**config.mk**
```make
export PLATFORM = sky130hd
export DESIGN_NAME = bcs_core_end_flat
export DESIGN_NICKNAME = d
export VERILOG_FILES = /design/src/rtl/bcs_pkg.sv /design/src/rtl/bcs_link_if.sv /design/src/rtl/bcs_sync.sv /design/src/rtl/bcs_core_end.sv /design/src/flat_wrapper.sv
export SDC_FILE = /design/constraint.sdc
export NUM_CORES = 1
export LEC_CHECK = 0
export BUFFER_PORTS_ARGS = -buffer_cell sky130_fd_sc_hd__buf_2
export CORE_ASPECT_RATIO = 0.8
export CORE_MARGIN = 8
export CORE_UTILIZATION = 47
export DETAILED_ROUTE_END_ITERATION = 12
export HOLD_SLACK_MARGIN = 0.1
export MAX_ROUTING_LAYER = met4
export PLACE_DENSITY = 0.77
export SLEW_MARGIN = 10
export SYNTH_ARGS = -nofsm -noshare
export SYNTH_HDL_FRONTEND = slang
export SYNTH_SLANG_ARGS = --single-unit
```
**constraint.sdc**
```tcl
create_clock -name clk_in -period 2.6 [get_ports clk_in]
set_input_delay 0.39 -clock clk_in [delete_from_list [all_inputs] [get_ports clk_in]]
set_output_delay 0.39 -clock clk_in [all_outputs]
set_load 0.02 [all_outputs]
```
**src/rtl/bcs_pkg.sv**
```systemverilog
// package: shared constants and types for the bus-cycle stretch link
// assumes: one 10 MHz clock; both ends import this package
package bcs_pkg;
  localparam int unsigned ADDR_W        = 32;
  localparam int unsigned DATA_W        = 32;
  localparam int unsigned MODE_W        = 5;
  localparam logic [31:0] RESET_VECTOR  = 32'h0000_0000;
  localparam logic [31:0] STEP_WORD     = 32'h0000_0004;
  localparam logic [31:0] STEP_HALF     = 32'h0000_0002;
  localparam logic [1:0]  POST_RST_IDLE = 2'h2;
  localparam logic [1:0]  PIPE_FILL     = 2'h3;
  localparam logic [1:0]  MIN_RST_CYC   = 2'h2;
  localparam logic [4:0]  MODE_USR      = 5'h10;
  localparam logic [4:0]  MODE_FIQ      = 5'h11;
  localparam logic [4:0]  MODE_IRQ      = 5'h12;
  localparam logic [4:0]  MODE_SVC      = 5'h13;
  localparam logic [4:0]  MODE_ABT      = 5'h17;
  localparam logic [4:0]  MODE_UND      = 5'h1B;
  localparam logic [4:0]  MODE_SYS      = 5'h1F;

  typedef enum logic [3:0] {
    BCS_RESET = 4'b0001,
    BCS_IDLE  = 4'b0010,
    BCS_FILL  = 4'b0100,
    BCS_RUN   = 4'b1000
  } bcs_state_e;

  function automatic logic [4:0] bcs_mode_inv(input logic [4:0] mode);
    return ~mode;
  endfunction

  function automatic logic bcs_mode_valid(input logic [4:0] mode);
    case (mode)
      MODE_USR, MODE_FIQ, MODE_IRQ, MODE_SVC, MODE_ABT, MODE_UND, MODE_SYS: return 1'b1;
      default: return 1'b0;
    endcase
  endfunction
endpackage

```
**src/rtl/bcs_link_if.sv**
```systemverilog
// interface: core bus-cycle signals between the core end and the memory controller end
// assumes: both ends clocked by the same clk
`timescale 1ns/100ps
interface bcs_link_if;
  logic                        wait_n;
  logic                        abort;
  logic                        mem_request_n;
  logic                        sequential_access;
  logic                        user_translate_n;
  logic                        write;
  logic [bcs_pkg::ADDR_W-1:0]  addr;
  logic [bcs_pkg::DATA_W-1:0]  wdata;
  logic [bcs_pkg::DATA_W-1:0]  rdata;
  logic [bcs_pkg::MODE_W-1:0]  mode_out_inv;
  logic                        core_reset_n;
  logic                        test_reset_n;

  modport core (
    input  wait_n, abort, rdata, core_reset_n, test_reset_n,
    output mem_request_n, sequential_access, user_translate_n, write, addr, wdata,
           mode_out_inv
  );
  modport mem (
    output wait_n, abort, rdata, core_reset_n, test_reset_n,
    input  mem_request_n, sequential_access, user_translate_n, write, addr, wdata,
           mode_out_inv
  );
endinterface

```
**src/rtl/bcs_sync.sv**
```systemverilog
// two-flop synchroniser for pins entering the clock domain
// assumes: asynchronous active-low reset; first flop read only by second
`timescale 1ns/100ps
module bcs_sync #(
  parameter logic RESET_VAL = 1'b0
) (
  input  wire logic clk_in,
  input  wire logic rst_n_in,
  input  wire logic d_in,
  output logic      q_out
);
  logic meta_q;
  always_ff @(posedge clk_in or negedge rst_n_in) begin
    if (!rst_n_in) begin
      meta_q <= RESET_VAL;
      q_out  <= RESET_VAL;
    end else begin
      meta_q <= d_in;
      q_out  <= meta_q;
    end
  end
endmodule

```
**src/rtl/bcs_core_end.sv**
```systemverilog
// core end: bus-cycle sequencing with wait stretch, reset sequence, mode outputs
// assumes: wait_n from same-clock logic; core_reset_n treated as a pin
`timescale 1ns/100ps
module bcs_core_end
  import bcs_pkg::*;
(
  input  wire logic                 clk_in,
  input  wire logic                 rst_n_in,
  bcs_link_if.core                  link,
  input  wire logic                 acc_valid_in,
  input  wire logic                 acc_write_in,
  input  wire logic                 acc_user_priv_in,
  input  wire logic [ADDR_W-1:0]    acc_addr_in,
  input  wire logic [DATA_W-1:0]    acc_wdata_in,
  input  wire logic                 step_half_in,
  input  wire logic [MODE_W-1:0]    status_mode_in,
  output logic                      acc_taken_out,
  output logic                      acc_done_out,
  output logic                      acc_abort_out,
  output logic [DATA_W-1:0]         acc_rdata_out,
  output logic                      first_exec_out,
  output logic                      in_reset_out
);
  import bcs_pkg::*;

  logic                 creset_s;
  logic                 advance;
  bcs_state_e           st_q, st_d;
  logic [1:0]           cnt_q, cnt_d;
  logic [ADDR_W-1:0]    addr_q, addr_d;
  logic [ADDR_W-1:0]    step_q, step_d;
  logic                 mreq_n_q, mreq_n_d;
  logic                 seq_q, seq_d;
  logic                 trans_n_q, trans_n_d;
  logic                 wr_q, wr_d;
  logic [DATA_W-1:0]    wd_q, wd_d;
  logic                 data_ph_q, data_ph_d;
  logic [MODE_W-1:0]    mode_inv_q, mode_inv_d;
  logic                 taken_q, taken_d;
  logic                 done_q, done_d;
  logic                 abort_q, abort_d;
  logic [DATA_W-1:0]    rdata_q, rdata_d;
  logic                 first_q, first_d;
  logic                 in_rst_q, in_rst_d;

  // ========================================
  // reset synchroniser
  bcs_sync #(.RESET_VAL(1'b0)) u_rst_sync (
    .clk_in   (clk_in),
    .rst_n_in (rst_n_in),
    .d_in     (link.core_reset_n),
    .q_out    (creset_s)
  );

  // wait is read unsynchronised: a sync delay would let a cycle end with wait low
  assign advance = link.wait_n;

  // ========================================
  // bus-cycle sequencer
  always_comb begin
    st_d       = st_q;
    cnt_d      = cnt_q;
    addr_d     = addr_q;
    step_d     = step_q;
    mreq_n_d   = mreq_n_q;
    seq_d      = seq_q;
    trans_n_d  = trans_n_q;
    wr_d       = wr_q;
    wd_d       = wd_q;
    data_ph_d  = data_ph_q;
    mode_inv_d = mode_inv_q;
    taken_d    = 1'b0;
    done_d     = 1'b0;
    abort_d    = abort_q;
    rdata_d    = rdata_q;
    first_d    = 1'b0;
    in_rst_d   = !creset_s;
    // only legal modes are shown; others keep the last one
    if (bcs_mode_valid(status_mode_in)) begin
      mode_inv_d = bcs_mode_inv(status_mode_in);
    end
    if (!creset_s) begin
      // address keeps running from wherever the core stood
      st_d      = BCS_RESET;
      cnt_d     = 2'h0;
      mreq_n_d  = 1'b1;
      seq_d     = 1'b0;
      data_ph_d = 1'b0;
      step_d    = step_half_in ? STEP_HALF : STEP_WORD;
      addr_d    = addr_q + step_q;
    end else if (advance) begin
      if (data_ph_q) begin
        done_d  = 1'b1;
        abort_d = link.abort;
        rdata_d = link.rdata;
      end
      data_ph_d = !mreq_n_q;
      case (st_q)
        BCS_RESET: begin
          st_d  = BCS_IDLE;
          cnt_d = 2'h1;
        end
        BCS_IDLE: begin
          if (cnt_q >= POST_RST_IDLE) begin
            st_d     = BCS_FILL;
            cnt_d    = 2'h1;
            addr_d   = RESET_VECTOR;
            mreq_n_d = 1'b0;
            seq_d    = 1'b0;
            wr_d     = 1'b0;
          end else begin
            cnt_d = cnt_q + 2'h1;
          end
        end
        BCS_FILL: begin
          addr_d   = addr_q + STEP_WORD;
          seq_d    = 1'b1;
          mreq_n_d = 1'b0;
          if (cnt_q >= PIPE_FILL) begin
            st_d    = BCS_RUN;
            first_d = 1'b1;
            mreq_n_d = 1'b1;
            seq_d    = 1'b0;
          end else begin
            cnt_d = cnt_q + 2'h1;
          end
        end
        BCS_RUN: begin
          // next address goes out while this cycle's data moves
          mreq_n_d  = !acc_valid_in;
          seq_d     = acc_valid_in && !mreq_n_q && (acc_addr_in == addr_q + STEP_WORD);
          taken_d   = acc_valid_in;
          if (acc_valid_in) begin
            addr_d    = acc_addr_in;
            wr_d      = acc_write_in;
            trans_n_d = !acc_user_priv_in;
          end
          wd_d = wr_q ? acc_wdata_in : wd_q;
        end
        default: st_d = BCS_RESET;
      endcase
    end
  end

  // no dynamic state: a stall of any length holds every bus output except the mode lines
  always_ff @(posedge clk_in or negedge rst_n_in) begin
    if (!rst_n_in) begin
      st_q       <= BCS_RESET;
      cnt_q      <= 2'h0;
      addr_q     <= '0;
      step_q     <= STEP_WORD;
      mreq_n_q   <= 1'b1;
      seq_q      <= 1'b0;
      trans_n_q  <= 1'b1;
      wr_q       <= 1'b0;
      wd_q       <= '0;
      data_ph_q  <= 1'b0;
      mode_inv_q <= 5'h0C;
      taken_q    <= 1'b0;
      done_q     <= 1'b0;
      abort_q    <= 1'b0;
      rdata_q    <= '0;
      first_q    <= 1'b0;
      in_rst_q   <= 1'b1;
    end else begin
      st_q       <= st_d;
      cnt_q      <= cnt_d;
      addr_q     <= addr_d;
      step_q     <= step_d;
      mreq_n_q   <= mreq_n_d;
      seq_q      <= seq_d;
      trans_n_q  <= trans_n_d;
      wr_q       <= wr_d;
      wd_q       <= wd_d;
      data_ph_q  <= data_ph_d;
      mode_inv_q <= mode_inv_d;
      taken_q    <= taken_d;
      done_q     <= done_d;
      abort_q    <= abort_d;
      rdata_q    <= rdata_d;
      first_q    <= first_d;
      in_rst_q   <= in_rst_d;
    end
  end

  assign link.mem_request_n     = mreq_n_q;
  assign link.sequential_access = seq_q;
  assign link.user_translate_n  = trans_n_q;
  assign link.write             = wr_q;
  assign link.addr              = addr_q;
  assign link.wdata             = wd_q;
  assign link.mode_out_inv      = mode_inv_q;
  assign acc_taken_out          = taken_q;
  assign acc_done_out           = done_q;
  assign acc_abort_out          = abort_q;
  assign acc_rdata_out          = rdata_q;
  assign first_exec_out         = first_q;
  assign in_reset_out           = in_rst_q;
endmodule

```
**src/flat_wrapper.sv**
```systemverilog
// flat-port wrapper written by rule: the top's interface ports become plain ports
module bcs_core_end_flat import bcs_pkg::*;
  (clk_in, rst_n_in, acc_valid_in, acc_write_in, acc_user_priv_in, acc_addr_in, acc_wdata_in, step_half_in, status_mode_in, acc_taken_out, acc_done_out, acc_abort_out, acc_rdata_out, first_exec_out, in_reset_out, link_wait_n, link_abort, link_rdata, link_core_reset_n, link_test_reset_n, link_mem_request_n, link_sequential_access, link_user_translate_n, link_write, link_addr, link_wdata, link_mode_out_inv);
  bcs_link_if link_i ();
  input  wire logic clk_in;
  input  wire logic rst_n_in;
  input  wire logic acc_valid_in;
  input  wire logic acc_write_in;
  input  wire logic acc_user_priv_in;
  input  wire logic [ADDR_W-1:0] acc_addr_in;
  input  wire logic [DATA_W-1:0] acc_wdata_in;
  input  wire logic step_half_in;
  input  wire logic [MODE_W-1:0] status_mode_in;
  output logic acc_taken_out;
  output logic acc_done_out;
  output logic acc_abort_out;
  output logic [DATA_W-1:0] acc_rdata_out;
  output logic first_exec_out;
  output logic in_reset_out;
  input wire logic [$bits(link_i.wait_n)-1:0] link_wait_n;
  input wire logic [$bits(link_i.abort)-1:0] link_abort;
  input wire logic [$bits(link_i.rdata)-1:0] link_rdata;
  input wire logic [$bits(link_i.core_reset_n)-1:0] link_core_reset_n;
  input wire logic [$bits(link_i.test_reset_n)-1:0] link_test_reset_n;
  output wire logic [$bits(link_i.mem_request_n)-1:0] link_mem_request_n;
  output wire logic [$bits(link_i.sequential_access)-1:0] link_sequential_access;
  output wire logic [$bits(link_i.user_translate_n)-1:0] link_user_translate_n;
  output wire logic [$bits(link_i.write)-1:0] link_write;
  output wire logic [$bits(link_i.addr)-1:0] link_addr;
  output wire logic [$bits(link_i.wdata)-1:0] link_wdata;
  output wire logic [$bits(link_i.mode_out_inv)-1:0] link_mode_out_inv;
  assign link_i.wait_n = link_wait_n;
  assign link_i.abort = link_abort;
  assign link_i.rdata = link_rdata;
  assign link_i.core_reset_n = link_core_reset_n;
  assign link_i.test_reset_n = link_test_reset_n;
  assign link_mem_request_n = link_i.mem_request_n;
  assign link_sequential_access = link_i.sequential_access;
  assign link_user_translate_n = link_i.user_translate_n;
  assign link_write = link_i.write;
  assign link_addr = link_i.addr;
  assign link_wdata = link_i.wdata;
  assign link_mode_out_inv = link_i.mode_out_inv;
  bcs_core_end u_core (.clk_in(clk_in), .rst_n_in(rst_n_in), .link(link_i), .acc_valid_in(acc_valid_in), .acc_write_in(acc_write_in), .acc_user_priv_in(acc_user_priv_in), .acc_addr_in(acc_addr_in), .acc_wdata_in(acc_wdata_in), .step_half_in(step_half_in), .status_mode_in(status_mode_in), .acc_taken_out(acc_taken_out), .acc_done_out(acc_done_out), .acc_abort_out(acc_abort_out), .acc_rdata_out(acc_rdata_out), .first_exec_out(first_exec_out), .in_reset_out(in_reset_out));
endmodule
```
==> key figures <==
Clock network
  • Clock Sink Count: 121
  • Inserted Clock Buffers: 17
  • Clock slew seen by the registers of the worst setup and hold paths: 60 ps
  • Buffer type at the clock tree root: sky130_fd_sc_hd__clkbuf_16
  • Deepest level of the CTS H-tree: 4
  • Later-pin clock latency in the skew report: approximately 420 ps
  • CTS tree: built
  • Number of buffers on the longest clock path: 2

Logic synthesis
  • Cell taking the most area after synthesis: sky130_fd_sc_hd__dfrtp_1
  • Share of synthesized area spent on multiplexers: between 10% and 20%
  • Sequential-to-total area share from yosys stat: a little over 40%
  • Post-synthesis compound-gate area fraction: between 10% and 20%
  • Area share of the leading cell type in the synthesized netlist: between 30% and 40%
  • Post-synthesis share of cell area spent on xor and xnor gates: between 6 and 7%
  • Leading cell types by total area after synthesis: sky130_fd_sc_hd__dfrtp_1 39%, sky130_fd_sc_hd__mux2_2 11%, sky130_fd_sc_hd__xnor2_1 4.1%
  • Area share of fa/ha/maj cells after synthesis: 1.47%
  • Number of flops mapped to enable cells by yosys: 0
  • Synth Warn #: 0
  • Syn avg cell area: ~9.5 sq um
  • Register bit count reported by yosys: between 100 and 150
  • Number of instances in the synthesized netlist: 769
  • Cell variety after synth: approximately 70
  • Simple-Gate Fraction of Synth Area: a little under a fifth
  • Synthesized area: about 0.0073 sq mm
  • Share of async-settable or async-resettable flops after synthesis: between 90% and 100%
  • Largest family of logic cells by synthesized area: simple AND/OR/NAND/NOR gates
  • Synthesized net count: 888
  • Most repeated cell in the gate-level netlist after synthesis: sky130_fd_sc_hd__dfrtp_1
  • Leading register cell type out of synthesis: sky130_fd_sc_hd__dfrtp_1
  • Most instantiated cells after synthesis: 114 x sky130_fd_sc_hd__dfrtp_1, 70 x sky130_fd_sc_hd__mux2_2, 54 x sky130_fd_sc_hd__nand2_1

Detailed routing
  • Total wire length after detailed routing: approximately 26 mm
  • Detailed-routing iteration count for the pre-antenna-repair pass: 6
  • Vias per std cell: between 5 and 6
  • Count of nets left with antenna violations after detail routing: 0
  • Routed vias: around 7300
  • DR iter-0 viols: 750
  • Residual DRC count: 0
  • Mean routed wirelength per cell: ~21 microns

Worst setup path
  • Kind of cell with the highest combined delay on the critical path: simple AND/OR/NAND/NOR gates
  • Number of buffers and inverters on the critical path: 2
  • Master of the slowest instance on the critical path: sky130_fd_sc_hd__or4b_1
  • Biggest cell delay along the critical path: between 500 and 600 ps
  • Cell repeated most along the worst path: sky130_fd_sc_hd__buf_4
  • Kind of start point of the critical path: flop
  • Required time at the endpoint of the critical path: between 2000 and 3000 ps
  • Peak fanout along the critical path: 11
  • Crit Path Category: flop to flop
  • Element type at the critical path end: flop
  • Crit path arrival time: roughly 2900 ps
  • List of cells traversed by the critical path: ha_2 > nand3_1 > buf_4 > nor4_1 > buf_4 > a311oi_1 > or4b_1 > nor4b_2 > nand4_1 > o21ai_1

Die
  • Total Die Area: ~0.02 sq mm
  • Floorplan die height: approximately 130 microns
  • Number of core rows: slightly above 40
  • Initial Utilization: 47.2%
  • Placeable core region: roughly 0.016 sq mm
  • X dimension of the die: between 150 and 200 microns
  • Count of pins on the block boundary: between 200 and 250

Global route
  • Aggregate global routing overflow: 0
  • Global-route wire length before repair: about 40 mm
  • Number of global-route vias before repair: roughly 7200
  • Initial antenna violation count: 2
  • Largest net degree at the start of global routing: 47
  • GRT Resource Usage Total: about 27%

Pwr
  • Worst vdd rail ir drop: about 0.53 mV
  • Ratio of total power to cell area: around 660 mW/mm^2
  • Leakage power: 4.61 nW
  • Total chip power: approximately 6.5 mW

Timing
  • Crit share post-route: between 90% and 100%
  • Pins Over Slew Limit: 0
  • Final hold violation count: 0
  • Unrepaired setup endpoints after global routing: yes
  • Final setup viols: 0
  • Min cycle time layout: approximately 2600 ps
  • Fmax: roughly 390 MHz
  • Clk_skew: around 7.0 ps
  • Slew at the pin with the worst max-slew slack: just over 600 ps
  • Worst slew margin relative to its limit: around three fifths
  • Minimum hold slack: about 130 ps

Job
  • MaxCap Viol Count: 0

Placement
  • Weighted congestion at the end of routability-driven global placement: 0.983
  • Placed inst area: around 0.0091 sq mm
  • Count of buffers inserted at the top-level ports: 219
  • Total half-perimeter wirelength after legalization and detailed placement: ~20 mm

Layout
  • Final design instance area without fill: 0.00982 sq mm
  • # nets final: about 1200
  • Number of fill cells: 1306
  • Synth-to-Final Area Change: 33.8%
  • Proportion of layout cells with a drive suffix above 1: between 40% and 50%

Hold path
  • Hold/Removal Path Class: input port to flop

Run status
  • Status: finished, final reports clean
-- routing by layer --
layer	wire length [microns]	GRT usage, %
met1	11000	33.5
met2	12200	41.7
met5	0	-
met3	2230	6.44
met4	779	10.4
-- layout make-up --
class	instances	area [sq um]	area share, %
diodes	2	5.00	0.0510
inverters	21	82.6	0.841
repair buffers	308	1800	18.3
flip-flops and latches	121	3040	31.0
clock buffers	17	425	4.33
clock inverters	15	165	1.68
well taps	215	269	2.74
multi-input cells	566	4030	41.1
-- per-stage QoR --
stage / worst slack (ps) / setup TNS, ps / util [%] / cells
global placement: 30.0 / 0 / 58.5 / 1226
finish: 40.9 / 0 / 63.2 / 1265
floorplan: -59.3 / -59.3 / - / 769
global route: -38.8 / -43.5 / 63.2 / 1265
CTS: 2.93 / 0 / 62.5 / 1260
detailed placement: -9.36 / -9.36 / 58.5 / 1226
-- kinds of logic (layout without fill, tap and decap cells) --
kind of cell,after synthesis,count (layout)
other,0,2
adders and majority gates,8,8
buffers and inverters,82,361
and+or+nand+nor,252,252
DFF,121,121
muxes,74,74
AOI/OAI and AO/OA,178,178
xor gates and xnor gates,54,54
-- cells in the final DEF (no fill, tap or decap), types with 14 or more instances in the layout --
cell	netlist	layout
sky130_fd_sc_hd__clkbuf_16	0	17
sky130_fd_sc_hd__nand3_1	28	28
sky130_fd_sc_hd__dfrtp_1	114	112
sky130_fd_sc_hd__buf_2	18	218
sky130_fd_sc_hd__buf_4	5	85
sky130_fd_sc_hd__nor4_1	17	17
sky130_fd_sc_hd__xnor2_1	34	34
sky130_fd_sc_hd__nand2_1	54	54
sky130_fd_sc_hd__xor2_1	20	20
sky130_fd_sc_hd__mux2_2	70	70
sky130_fd_sc_hd__o21ai_0	45	44
sky130_fd_sc_hd__nand4_1	19	19
sky130_fd_sc_hd__a21oi_1	43	42
sky130_fd_sc_hd__inv_1	21	20
sky130_fd_sc_hd__nor2_1	46	45
sky130_fd_sc_hd__a221oi_1	18	16
sky130_fd_sc_hd__nor3_1	28	25
sky130_fd_sc_hd__o22ai_1	14	14
-- power breakdown --
part / internal [mW] / switching, mW / total (mW)
logic: 0.726 / 1.05 / 1.78
registers: 2.14 / 0.197 / 2.34
clock network: 1.43 / 0.965 / 2.40
total: 4.30 / 2.21 / 6.51
-- what timing repair did --
| item | 4_1_cts | 5_1_grt |
|---|---|---|
| endpoints found under the hold margin | 30 | 0 |
| pin swaps | 0 | 10 |
| setup buffers | 0 | 3 |
| resized for setup | 2 | 19 |
| hold buffers | 2 | 0 |
| endpoints found under the setup margin | 1 | 17 |
-- registers in the layout, summed over array words and instances, names as in the netlist --
name	cells
u_core.link.wdata	32
u_core.step_q	2
u_core.acc_done_out	1
u_core.u_rst_sync.meta_q	1
u_core.cnt_q	2
u_core.u_rst_sync.q_out	1
u_core.acc_taken_out	1
u_core.link.user_translate_n	1
u_core.link.mem_request_n	1
u_core.link.mode_out_inv	5
u_core.acc_abort_out	1
u_core.link.write	1
u_core.in_reset_out	1
u_core.st_q	4
u_core.first_exec_out	1
u_core.data_ph_q	1
u_core.link.sequential_access	1
u_core.acc_rdata_out	32
u_core.link.addr	32
-- worst paths after layout --
| path | startpoint | endpoint | slack, ps | depth (start not counted) |
|---|---|---|---|---|
| max | u_core.link.addr[2] | u_core.link.sequential_access | 40 | 10 |
| max reg2reg | u_core.link.addr[2] | u_core.link.sequential_access | 40 | 10 |
| max in group asynchronous | rst_n_in | u_core.in_reset_out | 1370 | 3 |
| min | acc_user_priv_in | u_core.link.user_translate_n | 130 | 2 |
| min reg2reg | u_core.u_rst_sync.meta_q | u_core.u_rst_sync.q_out | 350 | 0 |
| min in group asynchronous | rst_n_in | u_core.link.addr[21] | 470 | 2 |
(Power assumes the default switching activity.)
